[src/pkg/xie_pkg.sv]
// Package: encodings, widths and reset values for the XOR instruction executor
package xie_pkg;
    localparam int          INSTR_W        = 14;                 // Program word width
    localparam int          DATA_W         = 8;                  // Data path width
    localparam int          FADDR_W        = 7;                  // File register address width
    localparam int          OPC_MSB        = 13;                 // Opcode field top bit
    localparam int          OPC_LSB        = 8;                  // Opcode field bottom bit
    localparam int          DEST_BIT       = 7;                  // Destination select position
    localparam logic [5:0]  OPC_LIT_XOR    = 6'h3A;              // 11 1010
    localparam logic [5:0]  OPC_REG_XOR    = 6'h06;              // 00 0110
    localparam logic [7:0]  ACC_RST        = 8'h00;              // Accumulator after reset
    localparam logic        ZERO_RST       = 1'b0;               // Zero flag after reset
    localparam logic [7:0]  DATA_ZERO      = 8'h00;              // Zero result value
    localparam int          EXEC_CYCLES    = 1;                  // Cycles per instruction

    // Decoded instruction class
    typedef enum logic [1:0] {
        XIE_NONE    = 2'b00,
        XIE_LIT_XOR = 2'b01,
        XIE_REG_XOR = 2'b10
    } xie_op_e;
endpackage

[src/rtl/xie_decode.sv]
// Combinational decoder that classifies a program word
`timescale 1ns/1ps
module xie_decode
    import xie_pkg::*;
(
    input  wire logic [INSTR_W-1:0] instr,
    output xie_op_e                 opClass
);
    // Match the top six bits against the two XOR opcodes
    always_comb begin
        case (instr[OPC_MSB:OPC_LSB])
            OPC_LIT_XOR: opClass = XIE_LIT_XOR; // RULE1
            OPC_REG_XOR: opClass = XIE_REG_XOR; // RULE3
            default:     opClass = XIE_NONE;
        endcase
    end
endmodule

[src/rtl/xie_top.sv]
// XOR instruction executor: literal and file register forms
// Contract
// RULE1: Opcode 111010 XORs literal with accumulator
// RULE2: Literal result written back into accumulator
// RULE3: Opcode 000110 XORs file register with accumulator
// RULE4: Destination zero writes accumulator, register untouched
// RULE5: Destination one writes register, accumulator untouched
// RULE6: One cycle each; only zero flag updated
`timescale 1ns/1ps
module xie_top
    import xie_pkg::*;
(
    input  wire logic               clk,
    input  wire logic               rst_n,
    input  wire logic               instrValid,
    input  wire logic [INSTR_W-1:0] instr,
    input  wire logic [DATA_W-1:0]  fileRdData,
    output logic [FADDR_W-1:0]      fileAddr_r,
    output logic [DATA_W-1:0]       fileWrData_r,
    output logic                    fileWrEn_r,
    output logic [DATA_W-1:0]       acc_r,
    output logic                    zeroFlag_r,
    output logic                    done_r
);
    xie_op_e             opClass;    // Decoded class of the current word
    logic [DATA_W-1:0]   operand;    // Second operand: literal or file value
    logic [DATA_W-1:0]   result;     // XOR result
    logic                isLit;      // Literal form accepted
    logic                isReg;      // Register form accepted
    logic                destFile;   // Register form targets the file
    logic [DATA_W-1:0]   acc_nxt;    // Next accumulator value
    logic                zero_nxt;   // Next zero flag value

    // Classification lives in its own leaf so other executors can share it
    xie_decode uDecode (
        .instr   (instr),
        .opClass (opClass)
    );

    // Operand select and result; file read data is same-cycle, combinational
    always_comb begin
        isLit    = instrValid && (opClass == XIE_LIT_XOR);
        isReg    = instrValid && (opClass == XIE_REG_XOR);
        destFile = instr[DEST_BIT];
        operand  = isLit ? instr[DATA_W-1:0] : fileRdData; // RULE1
        result   = acc_r ^ operand;                         // RULE1 RULE3
    end

    // Accumulator destination selection
    always_comb begin
        acc_nxt = acc_r;
        if (isLit) begin
            acc_nxt = result;           // RULE2
        end else if (isReg && !destFile) begin
            acc_nxt = result;           // RULE4
        end
    end

    // Zero flag follows any executed XOR, untouched otherwise
    always_comb begin
        zero_nxt = zeroFlag_r;
        if (isLit || isReg) begin
            zero_nxt = (result == DATA_ZERO); // RULE6
        end
    end

    // Accumulator and status register
    always_ff @(posedge clk) begin
        if (!rst_n) begin
            acc_r      <= ACC_RST;
            zeroFlag_r <= ZERO_RST;
        end else begin
            acc_r      <= acc_nxt;
            zeroFlag_r <= zero_nxt;     // RULE6
        end
    end

    // File write port: registered, one cycle pulse per write-back
    always_ff @(posedge clk) begin
        if (!rst_n) begin
            fileWrEn_r   <= 1'b0;
            fileAddr_r   <= '0;
            fileWrData_r <= DATA_ZERO;
        end else begin
            fileWrEn_r   <= isReg && destFile;        // RULE5 RULE4
            fileAddr_r   <= instr[FADDR_W-1:0];       // RULE3
            fileWrData_r <= result;                   // RULE5
        end
    end

    // Completion strobe: each XOR finishes in a single cycle
    always_ff @(posedge clk) begin
        if (!rst_n) begin
            done_r <= 1'b0;
        end else begin
            done_r <= isLit || isReg;   // RULE6
        end
    end

    // Assertions
    // Apart from the two decode checks, they check the registered result one edge after the taking edge.
    // Operands are read back through $past, so forwarding between
    // back-to-back words is covered as well.
    // Literal form: the accumulator takes acc XOR k
    AST_LIT_ACC: assert property (@(posedge clk) disable iff (!rst_n) // RULE2
        isLit |=> acc_r == ($past(acc_r) ^ $past(instr[7:0])))
        else $error("Literal XOR result not in accumulator");
    // Register form, accumulator destination: no file write may follow
    AST_REG_ACC: assert property (@(posedge clk) disable iff (!rst_n) // RULE4
        (isReg && !destFile) |=> (acc_r == ($past(acc_r) ^ $past(fileRdData))) && !fileWrEn_r)
        else $error("Register XOR to accumulator wrong");
    // Register form, file destination: accumulator holds, file gets result
    AST_REG_FILE: assert property (@(posedge clk) disable iff (!rst_n) // RULE5
        (isReg && destFile) |=> fileWrEn_r && acc_r == $past(acc_r)
            && fileWrData_r == ($past(acc_r) ^ $past(fileRdData)))
        else $error("Register XOR to file wrong");
    AST_FILE_ADDR: assert property (@(posedge clk) disable iff (!rst_n) // RULE3
        (isReg && destFile) |=> fileAddr_r == $past(instr[6:0]))
        else $error("File write address wrong");
    // Zero flag mirrors the result of the executed word
    AST_ZERO: assert property (@(posedge clk) disable iff (!rst_n) // RULE6
        (isLit || isReg) |=> zeroFlag_r == ($past(result) == DATA_ZERO))
        else $error("Zero flag wrong after XOR");
    AST_HOLD: assert property (@(posedge clk) disable iff (!rst_n) // RULE6
        !(isLit || isReg) |=> $stable(acc_r) && $stable(zeroFlag_r) && !fileWrEn_r && !done_r)
        else $error("State changed without XOR");
    // Completion strobe is a single-cycle pulse per executed word
    AST_DONE: assert property (@(posedge clk) disable iff (!rst_n) // RULE6
        (isLit || isReg) |=> done_r ##1 (done_r == $past(isLit || isReg)))
        else $error("Completion strobe wrong");
    // Decode checks tie the raw opcode field to the accepted class
    AST_DECODE: assert property (@(posedge clk) disable iff (!rst_n) // RULE1
        (instrValid && instr[OPC_MSB:OPC_LSB] == OPC_LIT_XOR) |-> isLit && !isReg)
        else $error("Literal opcode not recognised");
    AST_DECODE_REG: assert property (@(posedge clk) disable iff (!rst_n) // RULE3
        (instrValid && instr[OPC_MSB:OPC_LSB] == OPC_REG_XOR) |-> isReg && !isLit)
        else $error("Register opcode not recognised");
    // A literal word never raises the file write strobe
    AST_LIT_NOWR: assert property (@(posedge clk) disable iff (!rst_n) // RULE2
        isLit |=> !fileWrEn_r)
        else $error("File write after literal XOR");
    // Each form completes in one cycle
    AST_LIT_DONE: assert property (@(posedge clk) disable iff (!rst_n) // RULE6
        isLit |=> done_r)
        else $error("Literal XOR did not complete in one cycle");
    AST_REG_DONE: assert property (@(posedge clk) disable iff (!rst_n) // RULE6
        isReg |=> done_r)
        else $error("Register XOR did not complete in one cycle");
    // File strobe only ever follows a file-destination register word
    AST_IDLE_FILE: assert property (@(posedge clk) disable iff (!rst_n) // RULE4
        !(isReg && destFile) |=> !fileWrEn_r)
        else $error("Unexpected file write strobe");

    // Main scenarios: each form, each destination, a zero result, back to back

    COV_LIT:  cover property (@(posedge clk) disable iff (!rst_n) isLit);
    COV_RACC: cover property (@(posedge clk) disable iff (!rst_n) isReg && !destFile);
    COV_RF:   cover property (@(posedge clk) disable iff (!rst_n) isReg && destFile);
    COV_ZERO: cover property (@(posedge clk) disable iff (!rst_n) (isLit || isReg) ##1 zeroFlag_r);
    COV_B2B:  cover property (@(posedge clk) disable iff (!rst_n) isLit ##1 isLit);
endmodule

[config.mk]
export PLATFORM = sky130hd
export DESIGN_NAME = xie_top
export DESIGN_NICKNAME = d
export VERILOG_FILES = /design/src/pkg/xie_pkg.sv /design/src/rtl/xie_decode.sv /design/src/rtl/xie_top.sv
export SDC_FILE = /design/constraint.sdc
export NUM_CORES = 1
export LEC_CHECK = 0
export BUFFER_PORTS_ARGS = -buffer_cell sky130_fd_sc_hd__buf_2
export CORE_AREA = 3 3 48 82
export CTS_BUF_LIST = sky130_fd_sc_hd__clkbuf_8
export CTS_CLUSTER_DIAMETER = 100
export DETAILED_ROUTE_END_ITERATION = 7
export DIE_AREA = 0 0 51 85
export PLACE_DENSITY = 0.65
export SKIP_LAST_GASP = 1
export SYNTH_ARGS = -nofsm -noshare
export SYNTH_HDL_FRONTEND = slang
export SYNTH_SLANG_ARGS = --single-unit
[constraint.sdc]
create_clock -name clk -period 5.2 [get_ports clk]
set_input_delay 1.04 -clock clk [delete_from_list [all_inputs] [get_ports clk]]
set_output_delay 1.04 -clock clk [all_outputs]
set_load 0.01 [all_outputs]
# ---- After elaboration in Yosys (flattened, before gate mapping)
# Cells that the tools add are included.
dict set report totals {
  register_bits 26
  input_bits 25
  output_inout_bits 26
  wordCells 23
}
dict set report classes {
  n_eq_ne 4
  n_mux 4
  bitwise 1
  n_reduce_logical 8
}
# op count
set ops {}
lappend ops {{$mux W8} 3}
lappend ops {{$logic_not A8 Y1} 1}
lappend ops {{$xor A8 B8 Y8} 1}
lappend ops {{$eq A6 B3 Y1 const B} 1}
lappend ops {{$eq A6 B6 Y1 const B} 1}
lappend ops {{$logic_and A1 B1 Y1} 4}
lappend ops {{$pmux W2 S2} 1}
lappend ops {{$eq A2 B1 Y1 const B} 1}
lappend ops {{$eq A2 B2 Y1 const B} 1}
lappend ops {{$reduce_bool A2 Y1} 1}
lappend ops {{$logic_not A1 Y1} 1}
lappend ops {{$logic_or A1 B1 Y1} 1}

# ---- Depth between registers and ports, before layout
dict set report logic_depth {
  word_depth 8
  mapped_depth 7
  mapped_depth_nobuf 5
}

# ---- Hierarchy
# From an unflattened synthesis, not the netlist that was laid out.
dict set report hier_totals {
  cells_unflattened 102
  hier_area_um2 1046.0
}
# module instances cells_per_inst area_each_um2 seq_area_each_um2
set by_module_without_submodules {}
lappend by_module_without_submodules {xie_top 1 97 1008.5 520.5}
lappend by_module_without_submodules {xie_decode 1 5 37.5 0.0}

# ---- Worst setup path before layout
# No wires, ideal clock.
dict set report synth_timing {
  path_type {input to register}
  startpoint {input port instr[10]}
  endpoint {register acc_r[2]}
  setup_ps 71
  t_arrival_ps 2296
  path_slack_ps 2833
  path_stages 7
  n_path_buf 2
  cell_sequence {and4b_1 -> buf_6 -> nand2_4 -> a21o_1 -> buf_6 -> or3_1 -> a21oi_1}
}
dict set report synth_via {
  elab_chain_len 8
  word_cells_on_any_way 13
  classes_between {eq/ne (4); mux (4); bitwise (1); reduce/logical (4)}
}
# element line
set synth_lines {}
lappend synth_lines {{start, declared} xie_top.sv:16} ;# input wire logic [INSTR_W-1:0] instr,
lappend synth_lines {{$eq A6 B3 Y1 / $eq A6 B6 Y1 (equally long branches)} xie_decode.sv:11} ;# case (instr[OPC_MSB:OPC_LSB])
lappend synth_lines {{$pmux W2 S2 *} xie_decode.sv:11}
lappend synth_lines {{$eq A2 B1 Y1} xie_top.sv:42} ;# isLit = instrValid && (opClass == XIE_LIT_XOR);
lappend synth_lines {{$logic_and A1 B1 Y1} xie_top.sv:42}
lappend synth_lines {{$mux W8} xie_top.sv:45} ;# operand = isLit ? instr[DATA_W-1:0] : fileRdData;
lappend synth_lines {{$xor A8 B8 Y8} xie_top.sv:46} ;# result = acc_r ^ operand;
lappend synth_lines {{$mux W8} xie_top.sv:54} ;# end else if (isReg && !destFile) begin
lappend synth_lines {{$mux W8} xie_top.sv:52} ;# if (isLit) begin
lappend synth_lines {{end signal, assigned} xie_top.sv:73} ;# acc_r <= acc_nxt;
lappend synth_lines {{end, declared} xie_top.sv:21} ;# output logic [DATA_W-1:0] acc_r,
# Mark *: on every way between the ends. The rest lies on a longest branch, timed or not. The select of a mux whose other input is x is not followed.
# A chain may end at the register's enable or synchronous reset.

# ---- Worst setup path after layout
dict set report layout_timing {
  startpoint {input port instr[10]}
  endpoint {register acc_r[5]}
}
# Same word-level chain as after synthesis.

==> impl_metrics.env <==
export IMPL_outcome="completed"
export IMPL_max_clock_freq_mhz=392
export IMPL_worst_pin_slew_ns=0.493
export IMPL_reg_to_reg_setup_timing_slack_ns=3.70
export IMPL_clock_sink_count=26
export IMPL_ys_seq_elements=26
export IMPL_rsz0062_at_grt="false"
export IMPL_initial_antenna_violation_count=0
export IMPL_max_cap_violations=0
export IMPL_reg2reg_depth=5
export IMPL_rr_endpoint="zeroFlag_r"
export IMPL_cts_repair_resized=0
export IMPL_final_weighted_congestion_in_routability_driven_placement=0.744
export IMPL_crit_arrival_ns=2.74
export IMPL_quantity_of_hold_fixing_buffers_added_after_cts=0
export IMPL_most_common_layout_cells="50 x sky130_fd_sc_hd__buf_2, 33 x sky130_fd_sc_hd__nor2b_1, 26 x sky130_fd_sc_hd__dfxtp_1, 16 x sky130_fd_sc_hd__a21oi_1"
export IMPL_floorplan_io_pins=51
export IMPL_path_clk_slew_ns=0.09
export IMPL_design_die_area_mm2=0.00434
export IMPL_yosys_most_used_dff="sky130_fd_sc_hd__dfxtp_1"
export IMPL_layout_commonest_cell="sky130_fd_sc_hd__buf_2"
export IMPL_cts_max_level=1
export IMPL_syn_to_final_growth_pct=25.4
export IMPL_final_setup_tns_ns=0
export IMPL_maxSlewViolCount=0
export IMPL_wl_per_cell_um=13.3
export IMPL_first_pass_drt_iterations=4
export IMPL_initialDrtViolationCount=28
export IMPL_crit_end="acc_r[5]"
export IMPL_ys_top_cells_by_area="sky130_fd_sc_hd__dfxtp_1 40%, sky130_fd_sc_hd__nor2b_1 16%, sky130_fd_sc_hd__a21oi_1 6.1%, sky130_fd_sc_hd__mux2i_1 5.4%, sky130_fd_sc_hd__o211ai_1 4.6%"
export IMPL_setup_worst_path_end_class="register"
export IMPL_report_final_setup_viol=0
export IMPL_report_final_hold_viol_count=0
export IMPL_maxSlewHeadroom_pct=66.9
export IMPL_use_met3_pct=1.58
export IMPL_path_class="in2reg"
export IMPL_core_rowCount=28
export IMPL_fin_worst_skew_ns=0.00228
export IMPL_die_height_um=85
export IMPL_vias_per_cell=4.98
export IMPL_startpoint="instr[10]"
export IMPL_drt_drc_violations_left=0
export IMPL_dp_final_hpwl_mm=2.39
export IMPL_timing_rr_start="acc_r[5]"
export IMPL_gr_usage_met2_pct=27.3
export IMPL_seq_area_frac_synth_pct=39.9
export IMPL_initial_core_util_pct=38.4
export IMPL_cp_required_ns=5.39
export IMPL_grt_max_degree=18
export IMPL_fin_crit_sh_pct=49.0
export IMPL_synth_avg_cell_area_um2=8.69
export IMPL_design_core_area_mm2=0.00340
export IMPL_postPlaceCellArea_mm2=0.00158
export IMPL_route_antenna_remaining_nets=0
export IMPL_overall_routed_net_length_mm=3.26
export IMPL_timing_critical_path_from_type="input port"
export IMPL_finalInstanceArea_mm2=0.00164
export IMPL_synthArstFlopShare_pct=0
export IMPL_final_hold_worst_slack_ns=0.542
export IMPL_cts_buffers=3
export IMPL_vdd_ir_drop_worst_mv=0.165
export IMPL_mappedNetlistArea_mm2=0.00130
export IMPL_fin_nets=226
export IMPL_path_max_fanout=14
export IMPL_antenna_cells=0
export IMPL_clk_path_buf_depth=2
export IMPL_io_buffer_count=50
export IMPL_track_usage_pct=15.3
export IMPL_grt_pass1_wl_mm=5.17
export IMPL_chipWidth_um=51
export IMPL_ys_warn_count=0
export IMPL_global_route_peak_usage_layer="met2"
export IMPL_layout_cells_sized_above_1_pct=28.0
export IMPL_netlist_area_leader_share_pct=39.9
export IMPL_postSynthNetCount=175
export IMPL_unique_cell_type_count_in_the_yosys_netlist=28
export IMPL_vias_in_the_first_global_route=1120
export IMPL_min_period_ns=2.55
export IMPL_cts_tree="built"
export IMPL_synth_cells=150
export IMPL_grt_ovfl_total=0
export IMPL_synth_top_area_cell="sky130_fd_sc_hd__dfxtp_1"
export IMPL_postCtsSetupRepairBufs=0
export IMPL_grt_met1_usage_pct=17.7
export IMPL_holdCritPathClass="reg2reg"
export IMPL_synth_edff_count=0
export IMPL_clk_root_buffer_cell="sky130_fd_sc_hd__clkbuf_8"
export IMPL_utilization_pct=48.1
export IMPL_clock_insertion_delay_worst_skew_ns=0.27
export IMPL_power_density_cell_area_mw_per_mm2=237
export IMPL_route_vias_total=1221
export IMPL_cellLeakagePower_uw=0.000770
export IMPL_filler_cell_count=334
[final cells by class]
type / instances / area (um2) / share of cell area [%]
Sequential cell: 26 / 520 / 31.8
Timing Repair Buffer: 50 / 250 / 15.3
Multi-Input combinational cell: 119 / 749 / 45.8
Inverter: 1 / 3.75 / 0.230
Clock buffer: 4 / 55.1 / 3.37
Tap cell: 45 / 56.3 / 3.44
[cell families (layout without fill, tap and decap cells)]
logic type             after synthesis  count (layout)  synth area share (%)
AND/OR/NAND/NOR                     68              68                  32.2
AO/OA/AOI/OAI                       43              43                  19.3
buffers and inverters                5              55                  2.59
XOR/XNOR                             1               1                 0.672
flip-flops                          26              26                  39.9
multiplexers                         7               7                  5.37
[how the worst min path moves through the flow]
stage / startpoint / endpoint / slack [ns] / depth (start not counted)
2_1_floorplan: acc_r[2] / acc_r[2] / 0.54 / 2
3_3_place_gp: acc_r[6] / acc_r[6] / 0.53 / 2
3_5_place_dp: acc_r[6] / acc_r[6] / 0.53 / 2
4_1_cts: acc_r[6] / acc_r[6] / 0.54 / 2
5_1_grt: acc_r[1] / acc_r[1] / 0.58 / 2
6_report: acc_r[6] / acc_r[6] / 0.54 / 2
[synth_stat cells, types with 2 or more instances]
| cell | instances |
|---|---|
| sky130_fd_sc_hd__nor2_1 | 2 |
| sky130_fd_sc_hd__and2_1 | 7 |
| sky130_fd_sc_hd__nor4_1 | 2 |
| sky130_fd_sc_hd__a21oi_1 | 16 |
| sky130_fd_sc_hd__buf_6 | 2 |
| sky130_fd_sc_hd__dfxtp_1 | 26 |
| sky130_fd_sc_hd__nor2b_1 | 33 |
| sky130_fd_sc_hd__mux2i_1 | 7 |
| sky130_fd_sc_hd__or3_1 | 7 |
| sky130_fd_sc_hd__o22ai_1 | 8 |
| sky130_fd_sc_hd__o21ai_0 | 8 |
| sky130_fd_sc_hd__nand2_1 | 8 |
| sky130_fd_sc_hd__o211ai_1 | 8 |
| sky130_fd_sc_hd__clkbuf_1 | 2 |
[critical path: stages]
cell and delay [ns]:
sky130_fd_sc_hd__buf_2 0.10, sky130_fd_sc_hd__and4b_1 0.53, sky130_fd_sc_hd__nand2_4 0.18, sky130_fd_sc_hd__a21o_1 0.34
sky130_fd_sc_hd__or3_1 0.38, sky130_fd_sc_hd__a21oi_1 0.15
[state kept, by name, indices dropped and copies added, names as in the netlist]
signal and cells:
acc_r 8, done_r 1, fileAddr_r 7, fileWrData_r 8, fileWrEn_r 1, zeroFlag_r 1
[report_power, final]
part	total [uW]	internal [uW]	switching, uW
sequential	207	206	1.51
combinational	48.8	21.2	27.6
clock	132	67.7	64.3
total	388	294	93.5
[layer usage]
| metal | routed length, um | vias up |
|---|---|---|
| met5 | 0 | - |
| met4 | 81 | 0 |
| met3 | 159 | 9 |
| met2 | 1670 | 40 |
| met1 | 1340 | 534 |
| li1 | - | 638 |
[per-stage QoR]
| step | std cells | power, uW | setup WS [ns] |
|---|---|---|---|
| 2_1_floorplan | 150 | 237 | 2.83 |
| 3_3_place_gp | 241 | 260 | 2.41 |
| 3_5_place_dp | 241 | 261 | 2.38 |
| 4_1_cts | 245 | 393 | 2.65 |
| 5_1_grt | 245 | 403 | 2.47 |
| 6_report | 245 | 388 | 2.65 |
Note: power is estimated with default switching activity, not from simulation.
